===== config.mk =====
export PLATFORM = sky130hd
export DESIGN_NAME = frt_timer
export DESIGN_NICKNAME = d
export VERILOG_FILES = /design/src/frt_pkg.sv /design/src/frt_timer.sv
export SDC_FILE = /design/constraint.sdc
export NUM_CORES = 1
export LEC_CHECK = 0
export ABC_AREA = 0
export BUFFER_PORTS_ARGS = -buffer_cell sky130_fd_sc_hd__buf_2
export CORE_MARGIN = 2
export CORE_UTILIZATION = 57
export CTS_CLUSTER_DIAMETER = 30
export CTS_CLUSTER_SIZE = 10
export DETAILED_ROUTE_END_ITERATION = 12
export PLACE_DENSITY = 0.79
export SLEW_MARGIN = 5
export SYNTH_ARGS = -nofsm -noshare
export SYNTH_HDL_FRONTEND = slang
export SYNTH_SLANG_ARGS = --single-unit

===== constraint.sdc =====
create_clock -name clk_sys_i -period 1.95 [get_ports clk_sys_i]
set_input_delay 0 -clock clk_sys_i [delete_from_list [all_inputs] [get_ports clk_sys_i]]
set_output_delay 0 -clock clk_sys_i [all_outputs]
set_load 0.05 [all_outputs]

===== src/frt_pkg.sv =====
// package: register indices, field positions, reset values and counts of the timer block
package frt_pkg;
    localparam int FRT_AW = 3;
    localparam int FRT_DW = 8;
    // register indices (byte registers, one per address)
    localparam logic [2:0] FRT_REG_MASK2 = 3'h0;
    localparam logic [2:0] FRT_REG_FLAG2 = 3'h1;
    localparam logic [2:0] FRT_REG_TICK_CTL = 3'h2;
    localparam logic [2:0] FRT_REG_TEST = 3'h3;
    localparam logic [2:0] FRT_REG_CNT_HI = 3'h4;
    localparam logic [2:0] FRT_REG_CNT_LO = 3'h5;
    // field positions (mask and flag registers share the layout of bits 7 and 6)
    localparam int FRT_BIT_WRAP = 7;
    localparam int FRT_BIT_TICK = 6;
    localparam int FRT_BIT_BYPASS = 0;
    localparam int FRT_PR_LSB = 0;
    localparam int FRT_RTR_LSB = 0;
    localparam int FRT_CTL_HI_LSB = 4;
    // reset values
    localparam logic [7:0] FRT_RST_MASK2 = 8'h00;
    localparam logic [7:0] FRT_RST_TICK_CTL = 8'h00;
    localparam logic [15:0] FRT_RST_CNT = 16'h0000;
    // timing counts in bus clock cycles
    localparam int FRT_WIN_CYCLES = 64;
    localparam logic [6:0] FRT_WIN_LAST = 7'(FRT_WIN_CYCLES - 1);
    localparam int FRT_TAP_BITS = 13;
    localparam logic [15:0] FRT_CNT_MAX = 16'hFFFF;
    // prescale select codes
    typedef enum logic [1:0] {
        FRT_PR_DIV1 = 2'b00,
        FRT_PR_DIV4 = 2'b01,
        FRT_PR_DIV8 = 2'b10,
        FRT_PR_DIV16 = 2'b11
    } frt_pr_t;
endpackage


===== src/frt_timer.sv =====
// free-running 16-bit timer with prescaler, wrap flag and periodic tick
//
// Strobed register access and the register addresses were decided locally.
`timescale 1ns/1ps
`default_nettype none
// Function
// - counter advances at bus clock divided by prescale factor 1, 4, 8 or 16
// - normal modes: one prescale write, first 64 cycles after reset only
// - wrap flag sets when counter rolls from all ones to zero
// - writing one to flag register bit 7 clears the wrap flag
// - counter keeps running whether or not the wrap flag was cleared
// - wrap enable gates the wrap interrupt request, never the flag itself
// - bypass clocks both counter halves every cycle, skipping the prescaler
// - bypass bit is writable only in special modes
// - tick source is bus clock divided by 2^13, independent of prescale
// - tick rate bits divide the tick source by 1, 2, 4 or 8
// - tick divider runs freely; periods timed from previous timeout
// - tick flag sets each period end; writing one to bit 6 clears it
// - tick enable gates the tick interrupt request, never the flag itself
// - tick flag holds until cleared, so interrupt re-requests at once
// - tick rate resets to fastest and may be changed at any time
// - control register resets to zero; bits 3 and 2 read zero
// - writing zero to a flag position leaves that flag alone
module frt_timer (
    // clock and reset
    input wire logic clk_sys_i,
    input wire logic rst_i,
    // operating mode
    input wire logic special_mode_i,
    // register port
    input wire logic [frt_pkg::FRT_AW-1:0] reg_addr_i,
    input wire logic [frt_pkg::FRT_DW-1:0] reg_wdata_i,
    input wire logic reg_wr_i,
    input wire logic reg_rd_i,
    output logic [frt_pkg::FRT_DW-1:0] reg_rdata_o,
    // interrupt and counter
    output logic irq_o,
    output logic [15:0] count_o
);
    import frt_pkg::*;

    typedef struct packed {
        logic [15:0] cnt;
        logic [3:0] pre;
        logic [6:0] win;
        logic win_open;
        logic pr_written;
        logic [1:0] pr;
        logic wrap_ie;
        logic tick_ie;
        logic wrap_f;
        logic tick_f;
        logic [3:0] ctl_hi;
        logic [1:0] rtr;
        logic bypass;
        logic [FRT_TAP_BITS-1:0] tap;
        logic [2:0] tick_div;
        logic [7:0] rdata;
        logic irq;
    } frt_state_t;

    frt_state_t st_r;
    frt_state_t st_nxt;

    logic [3:0] pre_mask;
    logic [2:0] tick_mask;
    logic cnt_adv;
    logic wrap_evt;
    logic tap_evt;
    logic tick_evt;
    logic wr_mask2;
    logic wr_flag2;
    logic wr_tick_ctl;
    logic wr_test;

    always_comb begin
        // prescale factor expressed as a mask on the prescaler
        case (frt_pr_t'(st_r.pr))
            FRT_PR_DIV1: pre_mask = 4'h0;
            FRT_PR_DIV4: pre_mask = 4'h3;
            FRT_PR_DIV8: pre_mask = 4'h7;
            FRT_PR_DIV16: pre_mask = 4'hF;
            default: pre_mask = 4'h0;
        endcase
        case (st_r.rtr)
            2'b00: tick_mask = 3'h0;
            2'b01: tick_mask = 3'h1;
            2'b10: tick_mask = 3'h3;
            2'b11: tick_mask = 3'h7;
            default: tick_mask = 3'h0;
        endcase
    end

    always_comb begin
        wr_mask2 = reg_wr_i && (reg_addr_i == FRT_REG_MASK2);
        wr_flag2 = reg_wr_i && (reg_addr_i == FRT_REG_FLAG2);
        wr_tick_ctl = reg_wr_i && (reg_addr_i == FRT_REG_TICK_CTL);
        wr_test = reg_wr_i && (reg_addr_i == FRT_REG_TEST);
        // bypass advances on every cycle; otherwise prescaler terminal count
        cnt_adv = st_r.bypass || ((st_r.pre & pre_mask) == pre_mask);
        wrap_evt = cnt_adv && (st_r.cnt == FRT_CNT_MAX);
        // own divider on the bus clock, so prescale never shifts the tick rate
        tap_evt = &st_r.tap;
        tick_evt = tap_evt && ((st_r.tick_div & tick_mask) == tick_mask);
    end

    always_comb begin
        st_nxt = st_r;
        st_nxt.pre = st_r.pre + 4'h1;
        if (st_r.bypass) begin
            // halves count side by side, no carry between them
            st_nxt.cnt = {st_r.cnt[15:8] + 8'h01, st_r.cnt[7:0] + 8'h01};
        end else if (cnt_adv) begin
            st_nxt.cnt = st_r.cnt + 16'h0001;
        end
        st_nxt.tap = st_r.tap + 1'b1;
        if (tap_evt) begin
            st_nxt.tick_div = st_r.tick_div + 3'h1;
        end
        if (st_r.win_open) begin
            st_nxt.win = st_r.win + 7'h01;
            st_nxt.win_open = (st_r.win != FRT_WIN_LAST);
        end
        if (wr_mask2) begin
            st_nxt.wrap_ie = reg_wdata_i[FRT_BIT_WRAP];
            st_nxt.tick_ie = reg_wdata_i[FRT_BIT_TICK];
            if (special_mode_i) begin
                st_nxt.pr = reg_wdata_i[FRT_PR_LSB +: 2];
            end else if (st_r.win_open && !st_r.pr_written) begin
                st_nxt.pr = reg_wdata_i[FRT_PR_LSB +: 2];
                st_nxt.pr_written = 1'b1;
            end
        end
        if (wr_tick_ctl) begin
            st_nxt.ctl_hi = reg_wdata_i[FRT_CTL_HI_LSB +: 4];
            st_nxt.rtr = reg_wdata_i[FRT_RTR_LSB +: 2];
        end
        if (wr_test && special_mode_i) begin
            st_nxt.bypass = reg_wdata_i[FRT_BIT_BYPASS];
        end
        // a one clears, a zero is ignored, and a same-cycle event wins
        if (wr_flag2 && reg_wdata_i[FRT_BIT_WRAP]) begin
            st_nxt.wrap_f = 1'b0;
        end
        if (wr_flag2 && reg_wdata_i[FRT_BIT_TICK]) begin
            st_nxt.tick_f = 1'b0;
        end
        if (wrap_evt) begin
            st_nxt.wrap_f = 1'b1;
        end
        if (tick_evt) begin
            st_nxt.tick_f = 1'b1;
        end
        st_nxt.irq = (st_nxt.wrap_f && st_nxt.wrap_ie) ||
                     (st_nxt.tick_f && st_nxt.tick_ie);
        st_nxt.rdata = 8'h00;
        if (reg_rd_i) begin
            case (reg_addr_i)
                FRT_REG_MASK2: st_nxt.rdata = {st_r.wrap_ie, st_r.tick_ie, 4'h0, st_r.pr};
                FRT_REG_FLAG2: st_nxt.rdata = {st_r.wrap_f, st_r.tick_f, 6'h00};
                FRT_REG_TICK_CTL: st_nxt.rdata = {st_r.ctl_hi, 2'b00, st_r.rtr};
                FRT_REG_TEST: st_nxt.rdata = {7'h00, st_r.bypass};
                FRT_REG_CNT_HI: st_nxt.rdata = st_r.cnt[15:8];
                FRT_REG_CNT_LO: st_nxt.rdata = st_r.cnt[7:0];
                default: st_nxt.rdata = 8'h00;
            endcase
        end
    end

    always_ff @(posedge clk_sys_i) begin
        if (rst_i) begin
            st_r <= '0;
            st_r.cnt <= FRT_RST_CNT;
            st_r.win_open <= 1'b1;
            st_r.pr <= FRT_RST_MASK2[FRT_PR_LSB +: 2];
            st_r.ctl_hi <= FRT_RST_TICK_CTL[FRT_CTL_HI_LSB +: 4];
            st_r.rtr <= FRT_RST_TICK_CTL[FRT_RTR_LSB +: 2];
        end else begin
            st_r <= st_nxt;
        end
    end

    assign reg_rdata_o = st_r.rdata;
    assign irq_o = st_r.irq;
    assign count_o = st_r.cnt;
endmodule
`default_nettype wire


Word level (Yosys, flattened, before mapping)
Index checks and enable logic that the tools add are counted.
{"block": "word_totals", "reg_bits": 67, "in_bits": 16, "output_inout_bits": 25, "word_cells": 80}
{"block": "classes", "add_sub_neg": 7, "n_eq_ne": 15, "n_mux": 13, "bitwise": 4, "n_reduce_logical": 24}
{"cell": "one-hot mux 8 bit (6 select lines)", "count": 1}
{"cell": "2-to-1 mux 16 bit", "count": 2}
{"cell": "adder 16 x 1 -> 16 bit (second input constant)", "count": 1}
{"cell": "adder 8 x 1 -> 8 bit (second input constant)", "count": 2}
{"cell": "== test 16 bit (second input constant)", "count": 1}
{"cell": "one-hot mux 4 bit (4 select lines)", "count": 1}
{"cell": "adder 13 x 1 -> 13 bit (second input constant)", "count": 1}
{"cell": "AND reduction 13 bit", "count": 1}
{"cell": "logical AND 1 bit", "count": 12}
{"cell": "one-hot mux 3 bit (4 select lines)", "count": 1}
{"cell": "== test 2 bit (second input constant)", "count": 4}
{"cell": "adder 7 x 1 -> 7 bit (second input constant)", "count": 1}
{"cell": "inequality test 7 x 6 -> 1 bit (second input constant)", "count": 1}
{"cell": "== test 3 x 2 -> 1 bit (second input constant)", "count": 2}
{"cell": "== test 3 bit (second input constant)", "count": 2}
{"cell": "2-to-1 mux 2 bit", "count": 3}
{"cell": "2-to-1 mux 1 bit", "count": 5}
{"cell": "adder 4 x 1 -> 4 bit (second input constant)", "count": 1}
{"cell": "bitwise AND 4 bit", "count": 1}
{"cell": "== test 2 x 1 -> 1 bit (second input constant)", "count": 2}
{"cell": "== test 4 bit", "count": 1}
{"cell": "logical NOT 2 bit", "count": 2}
{"cell": "nonzero test 2 bit", "count": 2}
{"cell": "adder 3 x 1 -> 3 bit (second input constant)", "count": 1}
{"cell": "other kinds (10)", "count": 12}

Logic depth before layout (Yosys ltp)
{"block": "logic_depth", "word_depth": 9, "mapped_depth": 6, "ltp_nobuf": 6}

Worst setup path after synthesis
No wires, ideal clock.
{"block": "synth_path", "path_kind": "reg-to-reg", "from": "register st_r, in the netlist count_o[0]", "to": "register st_r, in the netlist count_o[14]", "setup_time_ns": 0.070, "t_arrival_ns": 1.542, "t_required_ns": 1.880, "setup_slack_ns": 0.338, "stages_incl_launch_ff": 7, "path_buffers": 0, "synth_period_minus_slack_ns": 1.612, "cell_sequence": "dfxtp_1 ha_1 nand3_1 nor2_1 a31oi_2 or4_1 a21oi_1"}
{"block": "synth_via", "elab_chain_cells": 3}
{"item": "start: declaration", "line": "frt_timer.sv:62", "rtl": "frt_state_t st_r;"}
{"item": "start signal: assignment", "line": "frt_timer.sv:179", "rtl": "st_r <= st_nxt;"}
{"item": "adder 16 x 1 -> 16 bit", "line": "frt_timer.sv:114", "rtl": "st_nxt.cnt = st_r.cnt + 16'h0001;"}
{"item": "2-to-1 mux 16 bit", "line": "frt_timer.sv:113", "rtl": "end else if (cnt_adv) begin"}
{"item": "2-to-1 mux 16 bit", "line": "frt_timer.sv:110", "rtl": "if (st_r.bypass) begin"}
No other way between the ends. The select of a mux whose other input is x is not followed.
A chain may end at the register's enable or synchronous reset.

Worst setup path after layout
Ends and elaborated chain as after synthesis.

==> flow_summary.toml <==
[drt]
vias = 2427
wl_mm = 6.17
wl_per_cell_um = 13.4
drtAntennaViolNets = 0
drc = 0
drt_pass1_iterations = 5
drt_iter0_drc = 176
vias_per_cell = 5.28

[yosys]
synth_ff_type = "dfxtp_1"
synth_fp_nets = 374
synth.top_cell.area_share_pct = 42.7
yosysSeqAreaShare_pct = 42.7
yosysTopAreaCell = "dfxtp_1"
synthArstFlopShare_pct = 0
synth_edf_count = 0
ys_types = 43
ys_seq_elements = 67
synthCells = 352
synth.most_common_cell = "dfxtp_1"
yosys_warnings = 0
syn_area_sq_um = 3140
syn_avg_cell_area_sq_um = 8.93
synth_area_leaders = "dfxtp_1 43%, mux2i_1 7.3%, nor2_1 7.3%"
ys_top_cells_by_count = "67 x dfxtp_1, 61 x nor2_1, 24 x buf_4, 23 x mux2i_1"

[floorplanning]
start_util_pct = 58.1
die_height_um = 78.3
chipWidth_um = 78.3
io_pins = 41
die_area_sq_um = 6120
row_count = 27
design.core.area_sq_um = 5410

[cells_and_area]
num_antenna_cells = 0
layout-drive-gt1-share_pct = 17.3
area_growth_pct = 12.5
layout.nets = 405
regArea_sq_um = 1340
multi_input_area_sq_um = 1550
fillCellCount = 441

[worst_setup_path]
cpMaxStageDelayCell = "or4_1"
critPathTopFamily = "simple AND/OR/NAND/NOR gates"
critPathMaxStageDelay_ns = 0.54
start_kind = "flip-flop"
worstSetupPathType = "flip-flop to flip-flop"
crit_arrival_ns = 2.10
path_depth = 6
end_kind = "flip-flop"
critical_path_required_ns = 2.22
reg2regPathDepth = 6
r2r_start = "count_o[0]"
crit_path_max_fanout = 7
reg2reg_to = "count_o[14]"
worst-path-buf-inv = 0
crit_chain = "ha_1 > nand3_1 > nor2_1 > a31oi_2 > or4_1 > a21oi_1"
r2r_slack_ns = 0.12

[placement]
gp_congestion = 0.840
place_ws_ns = 0.184
io_buffers = 38
dp_hpwl_mm = 4.37

[global_routing]
overflow = 0
grt_max_degree = 34
grt_pass1_vias = 2274
antenna_found_initial = 0
grt_usage_pct = 20.9
grt_pass1_wl_mm = 10.2

[power_and_ir_drop]
switching_share_pct = 23.5
clockPowerShare_pct = 40.5
p_comb_share_pct = 7.5
p_switching_uw = 646
seqPwrFrac_pct = 52.0
p_int_mw = 2.10
power.density_cell_area_nw_per_um2 = 778
irDropWorstVdd_mv = 0.615
leakagePower_nw = 1.40

[worst_hold_path]
hp-class = "input pin to flip-flop"
min_from = "rst_i"
holdPathEnd = "count_o[5]"
hold_depth = 2

[clocking]
cts.clk_slew.worst_paths_ns = 0.07
post_cts_resized = 0
clk_latency_ns = 0.35
tritoncts = "done"
cts_sinks = 67
clk_path_buf_depth = 2
cts_buffers = 9
cts_root_buffer = "clkbuf_8"
htree_levels = 3

[timing]
skew_ns = 0.0114
max_freq_mhz = 548
totalNegativeSetupSlack_ns = 0
layout_min_cycle_time_ns = 1.83
slew_headroom_pct = 62.4
rsz0062_at_grt = "no"
drv_slew = 0
finalHoldViolCount = 0
setup_viol = 0
layout_setup_ws_ns = 0.124
worst_slew_pin_slew_ns = 0.559
finalCritPeriodShare_pct = 93.6

[flow_run]
maxCapViolations = 0

[outcome]
status = "finished, final reports clean"
==> registers in the layout, summed over array words and instances (netlist names) <==
register,count
st_r,42
count_o,16
irq_o,1
reg_rdata_o,8
==> layout by cell type (no fill, tap or decap), types with 2 or more instances in the layout <==
master	n
clkbuf_8	10
o2111ai_1	3
ha_1	6
and2_1	2
xor2_1	18
and3_1	2
nor2b_1	7
or3_1	10
nand4_1	8
nor2_1	61
o31ai_1	2
o22a_1	2
nand3b_1	2
nor3_1	4
o211ai_1	2
nand2_1	15
mux2i_1	23
dlygate4sd3_1	7
o21ai_0	10
o21bai_1	2
a21oi_1	18
nand3_1	15
buf_2	38
inv_1	8
nand2b_1	4
dfxtp_1	67
buf_4	10
nor4_1	2
xnor2_1	8
clkbuf_1	4
or4_1	2
==> cell families (layout without fill, tap and decap cells) <==
group | after synthesis | after routing | synth area share [%]
and+or+nand+nor | 137 | 137 | 21.2
DFF | 67 | 67 | 42.7
AOI/OAI and AO/OA | 49 | 49 | 10.8
buffers and inverters | 43 | 79 | 8.00
xor gates and xnor gates | 26 | 26 | 7.25
muxes | 24 | 24 | 7.68
adders and majority gates | 6 | 6 | 2.39
==> worst max path at each step <==
stage,start,end,slack (ns)
detailed placement,count_o[0],count_o[14],0.18
finish,count_o[0],count_o[14],0.12
floorplan,count_o[0],count_o[14],0.34
global placement,st_r[47],count_o[14],0.24
global route,count_o[0],count_o[14],0.04
CTS,count_o[0],count_o[14],0.16
==> metal layers <==
layer / wire, um / GRT usage [%] / up-vias
li1: - / - / 1255
met1: 2790 / 26.0 / 1094
met2: 2860 / 33.1 / 72
met3: 459 / 8.51 / 6
met4: 58 / 6.84 / 0
met5: 0 / 0 / -
==> worst register-to-register path: stages (launching register included) <==
cell	delay, ns
dfxtp_1	0.42
ha_1	0.22
nand3_1	0.11
nor2_1	0.14
a31oi_2	0.18
or4_1	0.54
a21oi_1	0.15
==> timing repair <==
action,in CTS,in global routing
hold endpoints to repair,11,0
setup buffers,0,0
hold buffers,7,0
==> cell type report <==
class	instances	share of cell area, %
timing repair buffer	55	9.49
tap	72	2.55
clock inverter	2	0.991
clock buffer	14	4.32
multi-input combinational	242	43.9
sequential	67	37.9
inverter	8	0.850
==> stage by stage <==
step | std cells | util [%] | hold slack (ns) | power, mW | cell area [sq um]
4_1_cts | 460 | 65.4 | 0.0803 | 2.77 | 3530
3_3_place_gp | 437 | 60.6 | 0.243 | 1.64 | 3280
2_1_floorplan | 352 | - | 0.0836 | 1.60 | 3140
5_1_grt | 460 | 65.4 | 0.112 | 2.85 | 3530
3_5_place_dp | 437 | 60.6 | 0.258 | 1.65 | 3280
6_report | 460 | 65.4 | 0.0894 | 2.75 | 3530
==> power groups by stage <==
stage | Combinational, mW | Clock, mW | Sequential [mW]
2_1_floorplan | 0.151 | 0 | 1.45
3_3_place_gp | 0.190 | 0 | 1.45
3_5_place_dp | 0.194 | 0 | 1.46
4_1_cts | 0.206 | 1.14 | 1.43
5_1_grt | 0.226 | 1.19 | 1.43
6_report | 0.206 | 1.11 | 1.43
Power figures use the tool's default switching activity.
